--- config.mk ---
export PLATFORM = sky130hd
export DESIGN_NAME = infrared_serial_link_control
export DESIGN_NICKNAME = d
export VERILOG_FILES = /design/src/rtl/ir_link_pkg.sv /design/src/rtl/infrared_serial_link_control.sv /design/src/rtl/ir_pulse_tx.sv /design/src/rtl/ir_pulse_rx.sv
export SDC_FILE = /design/constraint.sdc
export NUM_CORES = 1
export LEC_CHECK = 0
export ABC_AREA = 0
export BUFFER_PORTS_ARGS = -buffer_cell sky130_fd_sc_hd__buf_4
export CAP_MARGIN = 20
export CELL_PAD_IN_SITES_DETAIL_PLACEMENT = 1
export CELL_PAD_IN_SITES_GLOBAL_PLACEMENT = 1
export CORE_ASPECT_RATIO = 1.4
export CORE_MARGIN = 2
export CORE_UTILIZATION = 40
export DETAILED_ROUTE_END_ITERATION = 10
export HOLD_SLACK_MARGIN = 0.02
export PLACE_DENSITY_LB_ADDON = 0.08
export RECOVER_POWER = 50
export SYNTH_ARGS = -nofsm -noshare
export SYNTH_HDL_FRONTEND = slang
export SYNTH_SLANG_ARGS = --single-unit
--- constraint.sdc ---
create_clock -name clk_sys_in -period 2.8 [get_ports clk_sys_in]
set_input_delay 0.56 -clock clk_sys_in [delete_from_list [all_inputs] [get_ports clk_sys_in]]
set_output_delay 0.56 -clock clk_sys_in [all_outputs]
set_load 0.01 [all_outputs]
--- src/rtl/ir_link_pkg.sv ---
// constants shared by the infrared serial link control block
package ir_link_pkg;
    // register byte offsets
    localparam logic [11:0] CTRL_OFS       = 12'h000;
    localparam logic [11:0] STATUS_OFS     = 12'h004;
    localparam logic [11:0] TXDATA_OFS     = 12'h008;
    localparam logic [11:0] RXDATA_OFS     = 12'h00C;
    localparam logic [11:0] ROUTE_OFS      = 12'h010;
    localparam logic [11:0] BAUDDIV_OFS    = 12'h014;
    // control field positions
    localparam int CTRL_PDOWN_BIT          = 0;
    localparam int CTRL_INFRARED_ENCODING_ENABLE_BIT           = 1;
    localparam int CTRL_TXEN_BIT           = 2;
    localparam int CTRL_RXEN_BIT           = 3;
    // status field positions
    localparam int STAT_TXBUSY_BIT         = 0;
    localparam int STAT_RXVALID_BIT        = 1;
    localparam int STAT_RXOVR_BIT          = 2;
    localparam int STAT_FRERR_BIT          = 3;
    localparam int STAT_ROUTED_BIT         = 4;
    // pin routing selector codes
    localparam logic [3:0] RX_SELECT_CODE  = 4'h5;
    localparam logic [3:0] TX_SELECT_CODE  = 4'h4;
    // reset values
    localparam logic [3:0] CTRL_RESET      = 4'h1;
    localparam logic [3:0] RXSEL_RESET     = 4'h0;
    localparam logic [3:0] TXSEL_RESET     = 4'h0;
    // timing: 20 MHz clock, 9600 baud, 16 sub-ticks per bit
    localparam int CLK_HZ                  = 20000000;
    localparam int BAUD_RATE               = 9600;
    localparam int OVERSAMPLE              = 16;
    localparam int BAUD_DIV                = CLK_HZ / (BAUD_RATE * OVERSAMPLE);
    localparam logic [15:0] BAUDDIV_RESET  = 16'(BAUD_DIV);
    localparam int PULSE_TICKS             = 3;
    localparam int DATA_BITS               = 8;
endpackage : ir_link_pkg

--- src/rtl/infrared_serial_link_control.sv ---
// APB-controlled infrared serial port with transceiver power and pin routing
//
// What this block does
// - power-down line low enables, high disables transceiver
// - power-down, transmit outputs; receive input; digital only
// - receive select 0x05, transmit select 0x04
// - infrared encoding on, 9600 baud, both directions
`timescale 1ns/1ps
module infrared_serial_link_control
    import ir_link_pkg::*;
(
    input  wire logic        clk_sys_in,
    input  wire logic        rst_in,
    input  wire logic        ce_in,
    input  wire logic        psel_in,
    input  wire logic        penable_in,
    input  wire logic        pwrite_in,
    input  wire logic [11:0] paddr_in,
    input  wire logic [31:0] pwdata_in,
    output logic [31:0]      prdata_out,
    output logic             pready_out,
    output logic             pslverr_out,
    input  wire logic        infrared_receive_line_in,
    output logic             infrared_transmit_line_out,
    output logic             infrared_transmit_line_oe_out,
    output logic             transceiver_power_down_pin_out,
    output logic             transceiver_power_down_pin_oe_out
);
    typedef struct packed {
        logic [3:0]  ctrl;
        logic [3:0]  rx_sel;
        logic [3:0]  tx_sel;
        logic [15:0] div;
        logic [15:0] div_cnt;
        logic        tick;
        logic        tx_start;
        logic [7:0]  tx_data;
        logic        rx_valid;
        logic        rx_ovr;
        logic        frerr;
        logic [7:0]  rx_data;
        logic        sync1;
        logic        sync2;
        logic [31:0] rdata;
        logic        pdown;
    } core_state_t;

    core_state_t st_r;
    core_state_t st_nxt;
    logic        tx_busy;
    logic        tx_line;
    logic        rx_done;
    logic        rx_frerr;
    logic [7:0]  rx_byte;
    logic        rx_routed;
    logic        tx_routed;
    logic        setup_wr;
    logic        setup_rd;
    logic        mapped;

    ////////////////////////////////////////////////////////////////////////////
    assign rx_routed = (st_r.rx_sel == RX_SELECT_CODE);
    assign tx_routed = (st_r.tx_sel == TX_SELECT_CODE);
    assign mapped    = (paddr_in == CTRL_OFS) || (paddr_in == STATUS_OFS) || (paddr_in == TXDATA_OFS) ||
                       (paddr_in == RXDATA_OFS) || (paddr_in == ROUTE_OFS) || (paddr_in == BAUDDIV_OFS);
    // writes act in the access cycle, read data is latched in setup; every access completes in one
    assign setup_wr  = psel_in && penable_in && pwrite_in;
    assign setup_rd  = psel_in && !penable_in && !pwrite_in;

    always_comb begin
        st_nxt          = st_r;
        st_nxt.tx_start = 1'b0;
        st_nxt.sync1    = infrared_receive_line_in;
        st_nxt.sync2    = st_r.sync1;
        st_nxt.pdown    = st_r.ctrl[CTRL_PDOWN_BIT];
        // sub-bit tick at sixteen times the baud rate
        st_nxt.tick     = 1'b0;
        if (st_r.div_cnt == 16'h0000) begin
            st_nxt.div_cnt = st_r.div - 16'h0001;
            st_nxt.tick    = 1'b1;
        end else begin
            st_nxt.div_cnt = st_r.div_cnt - 16'h0001;
        end
        // read data latched in setup so it is stable in the access cycle
        if (setup_rd) begin
            st_nxt.rdata = 32'h0000_0000;
            unique case (paddr_in)
                CTRL_OFS:    st_nxt.rdata = {28'h0, st_r.ctrl};
                STATUS_OFS:  st_nxt.rdata = {27'h0, rx_routed && tx_routed, st_r.frerr, st_r.rx_ovr,
                                             st_r.rx_valid, tx_busy | st_r.tx_start};
                TXDATA_OFS:  st_nxt.rdata = {24'h0, st_r.tx_data};
                RXDATA_OFS:  st_nxt.rdata = {24'h0, st_r.rx_data};
                ROUTE_OFS:   st_nxt.rdata = {24'h0, st_r.tx_sel, st_r.rx_sel};
                BAUDDIV_OFS: st_nxt.rdata = {16'h0, st_r.div};
                default:     st_nxt.rdata = 32'h0000_0000;
            endcase
        end
        // reading received data clears valid; status read clears error flags
        if (psel_in && penable_in && !pwrite_in) begin
            if (paddr_in == RXDATA_OFS) begin
                st_nxt.rx_valid = 1'b0;
            end
            if (paddr_in == STATUS_OFS) begin
                st_nxt.rx_ovr = 1'b0;
                st_nxt.frerr  = 1'b0;
            end
        end
        if (setup_wr) begin
            unique case (paddr_in)
                CTRL_OFS:    st_nxt.ctrl = pwdata_in[3:0];
                TXDATA_OFS: begin
                    st_nxt.tx_data = pwdata_in[7:0];
                    // a write while busy starts no frame but still updates tx_data, software polls busy first
                    st_nxt.tx_start = st_r.ctrl[CTRL_TXEN_BIT] && !tx_busy && !st_r.tx_start;
                end
                ROUTE_OFS: begin
                    st_nxt.rx_sel = pwdata_in[3:0];
                    st_nxt.tx_sel = pwdata_in[7:4];
                end
                BAUDDIV_OFS: st_nxt.div = (pwdata_in[15:0] == 16'h0000) ? 16'h0001 : pwdata_in[15:0];
                default: ;
            endcase
        end
        // hardware set wins over a software clear in the same cycle
        if (rx_done && st_r.ctrl[CTRL_RXEN_BIT] && rx_routed) begin
            st_nxt.rx_ovr   = st_r.rx_valid | st_nxt.rx_ovr;
            st_nxt.rx_valid = 1'b1;
            st_nxt.rx_data  = rx_byte;
            st_nxt.frerr    = rx_frerr | st_nxt.frerr;
        end
    end

    always_ff @(posedge clk_sys_in) begin
        if (rst_in) begin
            st_r        <= '0;
            st_r.ctrl   <= CTRL_RESET;
            st_r.rx_sel <= RXSEL_RESET;
            st_r.tx_sel <= TXSEL_RESET;
            st_r.div    <= BAUDDIV_RESET;
            st_r.pdown  <= CTRL_RESET[CTRL_PDOWN_BIT];
        end else if (ce_in) begin
            st_r <= st_nxt;
        end
    end

    ////////////////////////////////////////////////////////////////////////////
    ir_pulse_tx u_tx (
        .clk_sys_in (clk_sys_in),
        .rst_in     (rst_in),
        .ce_in      (ce_in),
        .tick_in    (st_r.tick),
        .infrared_encoding_enable_in    (st_r.ctrl[CTRL_INFRARED_ENCODING_ENABLE_BIT]),
        .start_in   (st_r.tx_start),
        .data_in    (st_r.tx_data),
        .busy_out   (tx_busy),
        .line_out   (tx_line)
    );

    // the receiver only sees the pin once routed and enabled, idle otherwise;
    // a frame half heard while off would otherwise swallow the next real start bit
    ir_pulse_rx u_rx (
        .clk_sys_in (clk_sys_in),
        .rst_in     (rst_in),
        .ce_in      (ce_in),
        .tick_in    (st_r.tick),
        .infrared_encoding_enable_in    (st_r.ctrl[CTRL_INFRARED_ENCODING_ENABLE_BIT]),
        .line_in    ((rx_routed && st_r.ctrl[CTRL_RXEN_BIT]) ? st_r.sync2 : !st_r.ctrl[CTRL_INFRARED_ENCODING_ENABLE_BIT]),
        .done_out   (rx_done),
        .frerr_out  (rx_frerr),
        .data_out   (rx_byte)
    );

    ////////////////////////////////////////////////////////////////////////////
    assign prdata_out                        = st_r.rdata;
    assign pready_out                        = 1'b1;
    assign pslverr_out                       = psel_in && penable_in && !mapped;
    // unrouted transmit pin stays dark so the far LED is not lit
    assign infrared_transmit_line_out        = tx_routed && tx_line;
    assign infrared_transmit_line_oe_out     = 1'b1;
    assign transceiver_power_down_pin_out    = st_r.pdown;
    assign transceiver_power_down_pin_oe_out = 1'b1;
endmodule // infrared_serial_link_control

--- src/rtl/ir_pulse_tx.sv ---
// infrared-encoding transmit serialiser
`timescale 1ns/1ps
module ir_pulse_tx
    import ir_link_pkg::*;
(
    input  wire logic       clk_sys_in,
    input  wire logic       rst_in,
    input  wire logic       ce_in,
    input  wire logic       tick_in,
    input  wire logic       infrared_encoding_enable_in,
    input  wire logic       start_in,
    input  wire logic [7:0] data_in,
    output logic            busy_out,
    output logic            line_out
);
    typedef struct packed {
        logic       busy;
        logic [3:0] bit_idx;
        logic [3:0] sub;
        logic [9:0] frame;
        logic       line;
    } tx_state_t;

    tx_state_t st_r;
    tx_state_t st_nxt;
    logic      cur_bit;
    // lead-in slot before the start bit: the frame waits for a tick so every pulse is whole ticks long
    localparam logic [3:0] PRE_BIT = 4'hF;

    always_comb begin
        st_nxt  = st_r;
        cur_bit = st_r.frame[0];
        if (!st_r.busy) begin
            if (start_in) begin
                st_nxt.busy    = 1'b1;
                st_nxt.frame   = {1'b1, data_in, 1'b0};
                st_nxt.bit_idx = PRE_BIT;
                st_nxt.sub     = 4'(OVERSAMPLE - 1);
            end
        end else if (tick_in) begin
            st_nxt.sub = st_r.sub + 4'h1;
            if (st_r.sub == 4'(OVERSAMPLE - 1)) begin
                if (st_r.bit_idx != PRE_BIT) begin
                    st_nxt.frame = {1'b1, st_r.frame[9:1]};
                end
                if (st_r.bit_idx == 4'(DATA_BITS + 1)) begin
                    st_nxt.busy = 1'b0;
                end
                st_nxt.bit_idx = st_r.bit_idx + 4'h1;
            end
        end
        // in infrared mode a zero bit is a short light pulse, one bit is dark
        if (!st_r.busy) begin
            st_nxt.line = infrared_encoding_enable_in ? 1'b0 : 1'b1;
        end else if (infrared_encoding_enable_in) begin
            st_nxt.line = (st_r.bit_idx != PRE_BIT) && !cur_bit && (st_r.sub < 4'(PULSE_TICKS));
        end else begin
            st_nxt.line = (st_r.bit_idx == PRE_BIT) || cur_bit;
        end
    end

    always_ff @(posedge clk_sys_in) begin
        if (rst_in) begin
            st_r <= '0;
        end else if (ce_in) begin
            st_r <= st_nxt;
        end
    end

    assign busy_out = st_r.busy;
    assign line_out = st_r.line;
endmodule // ir_pulse_tx

--- src/rtl/ir_pulse_rx.sv ---
// infrared-encoding receive deserialiser
`timescale 1ns/1ps
module ir_pulse_rx
    import ir_link_pkg::*;
(
    input  wire logic       clk_sys_in,
    input  wire logic       rst_in,
    input  wire logic       ce_in,
    input  wire logic       tick_in,
    input  wire logic       infrared_encoding_enable_in,
    input  wire logic       line_in,
    output logic            done_out,
    output logic            frerr_out,
    output logic [7:0]      data_out
);
    typedef struct packed {
        logic       busy;
        logic [3:0] bit_idx;
        logic [3:0] sub;
        logic       seen;
        logic [7:0] shift;
        logic       done;
        logic       frerr;
        logic [7:0] data;
    } rx_state_t;

    rx_state_t st_r;
    rx_state_t st_nxt;
    logic      mark;

    always_comb begin
        st_nxt       = st_r;
        st_nxt.done  = 1'b0;
        // in infrared mode a light pulse marks a zero bit
        mark = infrared_encoding_enable_in ? line_in : !line_in;
        if (!st_r.busy) begin
            if (tick_in && mark) begin
                st_nxt.busy    = 1'b1;
                st_nxt.bit_idx = 4'h0;
                st_nxt.sub     = 4'h1;
                st_nxt.seen    = 1'b1;
            end
        end else if (tick_in) begin
            st_nxt.sub  = st_r.sub + 4'h1;
            st_nxt.seen = st_r.seen | mark;
            if (st_r.sub == 4'(OVERSAMPLE - 1)) begin
                st_nxt.sub     = 4'h0;
                st_nxt.seen    = 1'b0;
                st_nxt.bit_idx = st_r.bit_idx + 4'h1;
                if (st_r.bit_idx >= 4'h1 && st_r.bit_idx <= 4'(DATA_BITS)) begin
                    st_nxt.shift = {!(st_r.seen | mark), st_r.shift[7:1]};
                end
                if (st_r.bit_idx == 4'(DATA_BITS + 1)) begin
                    st_nxt.busy  = 1'b0;
                    st_nxt.done  = 1'b1;
                    st_nxt.data  = st_r.shift;
                    st_nxt.frerr = st_r.seen | mark;
                end
            end
        end
    end

    always_ff @(posedge clk_sys_in) begin
        if (rst_in) begin
            st_r <= '0;
        end else if (ce_in) begin
            st_r <= st_nxt;
        end
    end

    assign done_out  = st_r.done;
    assign frerr_out = st_r.frerr;
    assign data_out  = st_r.data;
endmodule // ir_pulse_rx

Yosys cells after proc, flatten, opt, wreduce, memory -nomap -nowiden
Cells that the tools add are included.

operators by class
  eq/ne operators = 18
  muxes and demuxes = 30
  order comparisons = 3
  bitwise operators = 4
  add/subtract/negate cells = 6
  reductions and logical operators = 53

operator list
  cell                     number
  $pmux W16 S6             1
  $mux W10                 6
  $mux W19                 3
  $mux W28                 2
  $logic_not A16 Y1        2
  $mux W16                 2
  $sub A16 B1 Y16 const B  2
  $eq A12 B4 Y1 const B    2
  $eq A12 B5 Y1 const B    2
  $reduce_and A3 Y1        7
  $eq A4 B4 Y1 const B     5
  $mux W9                  2
  $logic_and A1 B1 Y1      17
  $add A4 B1 Y4 const B    4
  $reduce_and A5 Y1        3
  $eq A12 B3 Y1 const B    1
  $logic_not A12 Y1        1
  $mux W11                 1
  $ne A2 B2 Y1 const B     5
  $logic_not A1 Y1         9
  $mux W1                  9
  $eq A4 B3 Y1 const B     2
  $mux W8                  1
  $reduce_and A4 Y1        2
  other kinds (11)         23

word-level totals
  output and inout bits = 38
  input port bits = 51
  bits in registers = 148
  logic and storage cells = 143

Longest topological paths before layout
  word-level depth = 11
  depth in mapped cells = 12
  depth with buffers taken out = 10

Hierarchy
A second synthesis with hierarchy kept.

second synthesis, totals
  cells, all modules = 819
  area, all modules = 6904.1 µm²

by module, submodules not included
  module                        times used  area each (µm²)  cells each  seq. area each (µm²)
  infrared_serial_link_control  1           4534.3           570         1681.6
  ir_pulse_rx                   1           1276.2           136         560.5
  ir_pulse_tx                   1           1093.5           113         400.4

Worst setup path before layout
OpenSTA, ideal clock, no wires.

  kind = register to register
  start = reg st_r[56] (netlist bit)
  end = reg st_r[66] (netlist bit)
  path buffers = 2
  setup slack = 0.343 ns
  data arrival time = 2.379 ns
  setup time = 0.078 ns
  data required time = 2.722 ns
  period minus slack after synthesis = 2.457 ns
  cell stages (with the launch flop) = 12
  cell sequence = dfxtp_1 -> or4_1 -> nor2_2 -> buf_4 -> a21oi_1 -> ha_1 -> nand2_1 -> a31oi_2 -> and2_1 -> buf_2 -> and4_1 -> nor3_1

on the way
  longest elaborated chain between the ends = 2
  elaborated cells between the ends (all ways) = 3
  those cells by class = add/sub: 1; mux: 1; reduce/logical: 1

ends and longest elaborated chain
  item                                                         line                                                                    RTL
  from (decl)                                                  infrared_serial_link_control.sv:48                                      core_state_t st_r;
  from (signal assigned)                                       infrared_serial_link_control.sv:142                                     st_r <= st_nxt;
  $sub A16 B1 Y16 / $logic_not A16 Y1 (equally long branches)  infrared_serial_link_control.sv:82, infrared_serial_link_control.sv:78
  $mux W16 *                                                   infrared_serial_link_control.sv:78                                      if (st_r.div_cnt == 16'h0000) begin

Mark *: on every way between the ends. The rest lies on a longest branch, timed or not.
A chain may end at the register's enable or synchronous reset.

Final worst setup path
  start = reg st_r[68] (netlist bit)
  end = reg st_r[68] (netlist bit)

The elaborated chain is that of the path after synthesis.

==> qor.csv <==
metric;value;unit
period_share;90.9;%
floorplan.initialDensity;40.6;%
pd_cells;824;nW/um^2
total_track_usage;23.5;%
first_iter_violations;351;
ranking_of_synthesized_cells_by_area;sky130_fd_sc_hd__dfxtp_1, sky130_fd_sc_hd__mux2i_1, sky130_fd_sc_hd__nand2_1, sky130_fd_sc_hd__nor2_1, sky130_fd_sc_hd__a21oi_1;
grt_pass1_wl;32100;um
setup_total_negative_slack;0;ps
num_io_pins;89;
crit_chain;nor3_1, buf_4, nand4_2, nor2_1, a21oi_1, ha_1, nand2_1, a31oi_2, and2_2, mux2i_1, and3_1;
drv_cap;0;
run_status;completed;
synth_top_cell_area_share;40.6;%
worst_setup_slack_before_clock_tree_synthesis;199;ps
final_net_count;879;
synthesized_cell_area;6500;sq um
chipWidth;112;um
share_of_cells_above_drive_strength_1;13.7;%
report.final.hold_viol_count;0;
syn_to_final_growth;14.5;%
placementRows;55;
max_clock_freq;0.393;GHz
ctsLongestPathBuffers;2;
grt_remaining_overflow;0;
tritoncts_clock_tree;yes;
synth_enable_flop_cells;0;
drc;0;
setup_violators_final;0;
grt_setup_unrepaired;false;
cts_buffers;17;
timing.reg2reg.setup_slack;250;ps
clk_transition_reported_paths;60;ps
ant_nets;0;
synthCells;780;
worstMarginPinSlew;1020;ps
design.die.area;17300;sq um
cellLeakagePower;2.63;nW
worst_setup_path_start_kind;register;
yosys.cell_types.count;74;
critical_path_peak_fanout;7;
postSynthRegisterBits;132;
main_synth_ff_type;sky130_fd_sc_hd__dfxtp_1;
slew_headroom;31.8;%
timing.critical_path.slowest_cell_delay;460;ps
hold_buffers;0;
yosysWarningCount;0;
final_period_demand_of_the_worst_path;2550;ps
placement.io_buffers;53;
core_area;16000;sq um
dr_vias;5905;
yosysSeqAreaShare;40.6;%
post-layout-total-power;6.14;mW
diodes;0;
die_height;155;um
layout.cell_area.non_filler;7450;sq um
htree_num_levels;4;
number_of_global_route_vias_before_repair;6130;
routed_wirelength;20100;um
min_setup_slack_post_route;254;ps
worst_hold_path_type;in2reg;
avgRoutedWirePerCell;19.5;um
dp_hpwl;14700;um
placement.cell_area;6980;sq um
timing.clock.skew;6.68;ps
routed_via_density;5.73;
clock_tree.root_cell;sky130_fd_sc_hd__clkbuf_16;
synth_async_sr_flop_share;0;%
clk-insertion-delay-late;420;ps
crit_arrival;2900;ps
antenna_found_initial;0;
grt_start_max_net_pins;67;
critical-path-slowest-cell;sky130_fd_sc_hd__dfxtp_1;
drt-pass1-iter-count;4;
cp.required;3160;ps
end_kind;register;
mean_instance_size_in_the_synthesized_netlist;8.34;sq um
critical_path_class;reg2reg;
place_congestion;0.858;
clock_sink_count;132;
final-max-slew-violation-count;0;
vdd_ir_drop_max;0.551;mV
netlist.top_cell.by_area;sky130_fd_sc_hd__dfxtp_1;
==> cell usage in the layout, fill, tap and decap left out, drive strengths merged, types with 3 or more instances in the layout <==
cell type,Yosys,final
a211oi,21,21
a21oi,65,65
a222oi,3,3
a22oi,12,12
a311oi,5,5
a31oi,9,9
and2,6,6
and3,7,7
and4,3,3
buf,54,58
clkbuf,22,41
clkinv,2,8
clkinvlp,0,5
conb,2,19
dfxtp,132,132
ha,8,8
inv,10,10
mux2,5,5
mux2i,43,43
nand2,101,101
nand2b,3,3
nand3,34,34
nand4,16,16
nor2,94,94
nor2b,7,7
nor3,20,20
nor4,9,9
nor4b,4,4
o21ai,23,23
o31ai,3,3
or2,3,3
or3,9,9
or4,6,6
==> cells by family (layout without fill, tap and decap cells) <==
kind of cell | after synthesis | count (layout) | synth area share [%]
AOI/OAI and AO/OA | 168 | 168 | 17.2
xor gates and xnor gates | 4 | 4 | 0.539
adders and majority gates | 8 | 8 | 1.54
buffers and inverters | 88 | 123 | 7.48
DFF | 132 | 132 | 40.6
muxes | 49 | 49 | 7.83
other | 2 | 19 | 0.115
and+or+nand+nor | 329 | 329 | 24.7
==> sequential cells by signal (all words and copies together), names as in the netlist <==
| register | count |
|---|---|
| st_r | 65 |
| u_rx.st_r | 18 |
| u_tx.st_r | 17 |
| prdata_out | 16 |
| u_rx.data_out | 8 |
| st_nxt | 2 |
| transceiver_power_down_pin_out | 1 |
| u_rx.done_out | 1 |
| u_rx.frerr_out | 1 |
| u_tx.busy_out | 1 |
| u_tx.cur_bit | 1 |
| u_tx.line_out | 1 |
==> final cells by class <==
type	count	area (sq um)
fillers	1930	8590
multi-input cells	577	3440
flip-flops and latches	132	2640
repair buffers	80	519
clock buffers	19	443
well taps	199	249
clock inverters	12	109
inverters	12	45.0
==> worst paths after layout <==
| check | from | end | cells after the start |
|---|---|---|---|
| min reg2reg | st_r[35] | st_r[35] | 2 |
| min | infrared_receive_line_in | st_nxt[33] | 3 |
| max reg2reg | st_r[68] | st_r[68] | 11 |
| max | st_r[68] | st_r[68] | 11 |
==> critical path, delay by kind of cell, from the launching register on <==
| family | cells | cell delay, ps |
|---|---|---|
| AND/OR/NAND/NOR | 6 | 860 |
| adder cells (fa/ha/maj) | 1 | 250 |
| flip-flops | 1 | 460 |
| buffers and inverters | 1 | 150 |
| AO/OA/AOI/OAI | 2 | 540 |
| multiplexers | 1 | 230 |
==> per-layer routing <==
metal | track usage, % | wire length, um
met1 | 26.8 | 8350
met5 | 0 | 0
met2 | 43.5 | 10700
met3 | 3.70 | 607
met4 | 9.41 | 463
==> power breakdown <==
group | internal, mW | switching [mW]
Sequential | 1.98 | 0.151
Clock | 1.24 | 0.846
Combinational | 0.760 | 1.16
Total | 3.98 | 2.16
==> Yosys cell counts (all sizes together) (16+ instances only) <==
| master | n |
|---|---|
| o21ai | 23 |
| nand2 | 101 |
| clkbuf | 22 |
| dfxtp | 132 |
| nor2 | 94 |
| a211oi | 21 |
| mux2i | 43 |
| nand4 | 16 |
| nor3 | 20 |
| a21oi | 65 |
| buf | 54 |
| nand3 | 34 |
==> metrics by stage <==
step                      std cells  hold slack [ps]  util, %
after global routing           1031              418     46.4
after global placement         1000              446     43.5
after floorplan                 797              426        -
after detailed placement       1000              446     43.5
final                          1031              387     46.4
after CTS                      1031              384     47.0
==> repair_timing <==
item                                    4_1_cts  5_1_grt
resized for setup                             0        1
endpoints found under the setup margin        0        1
buffers inserted                              0        0
Note: power is estimated with default switching activity, not from simulation.
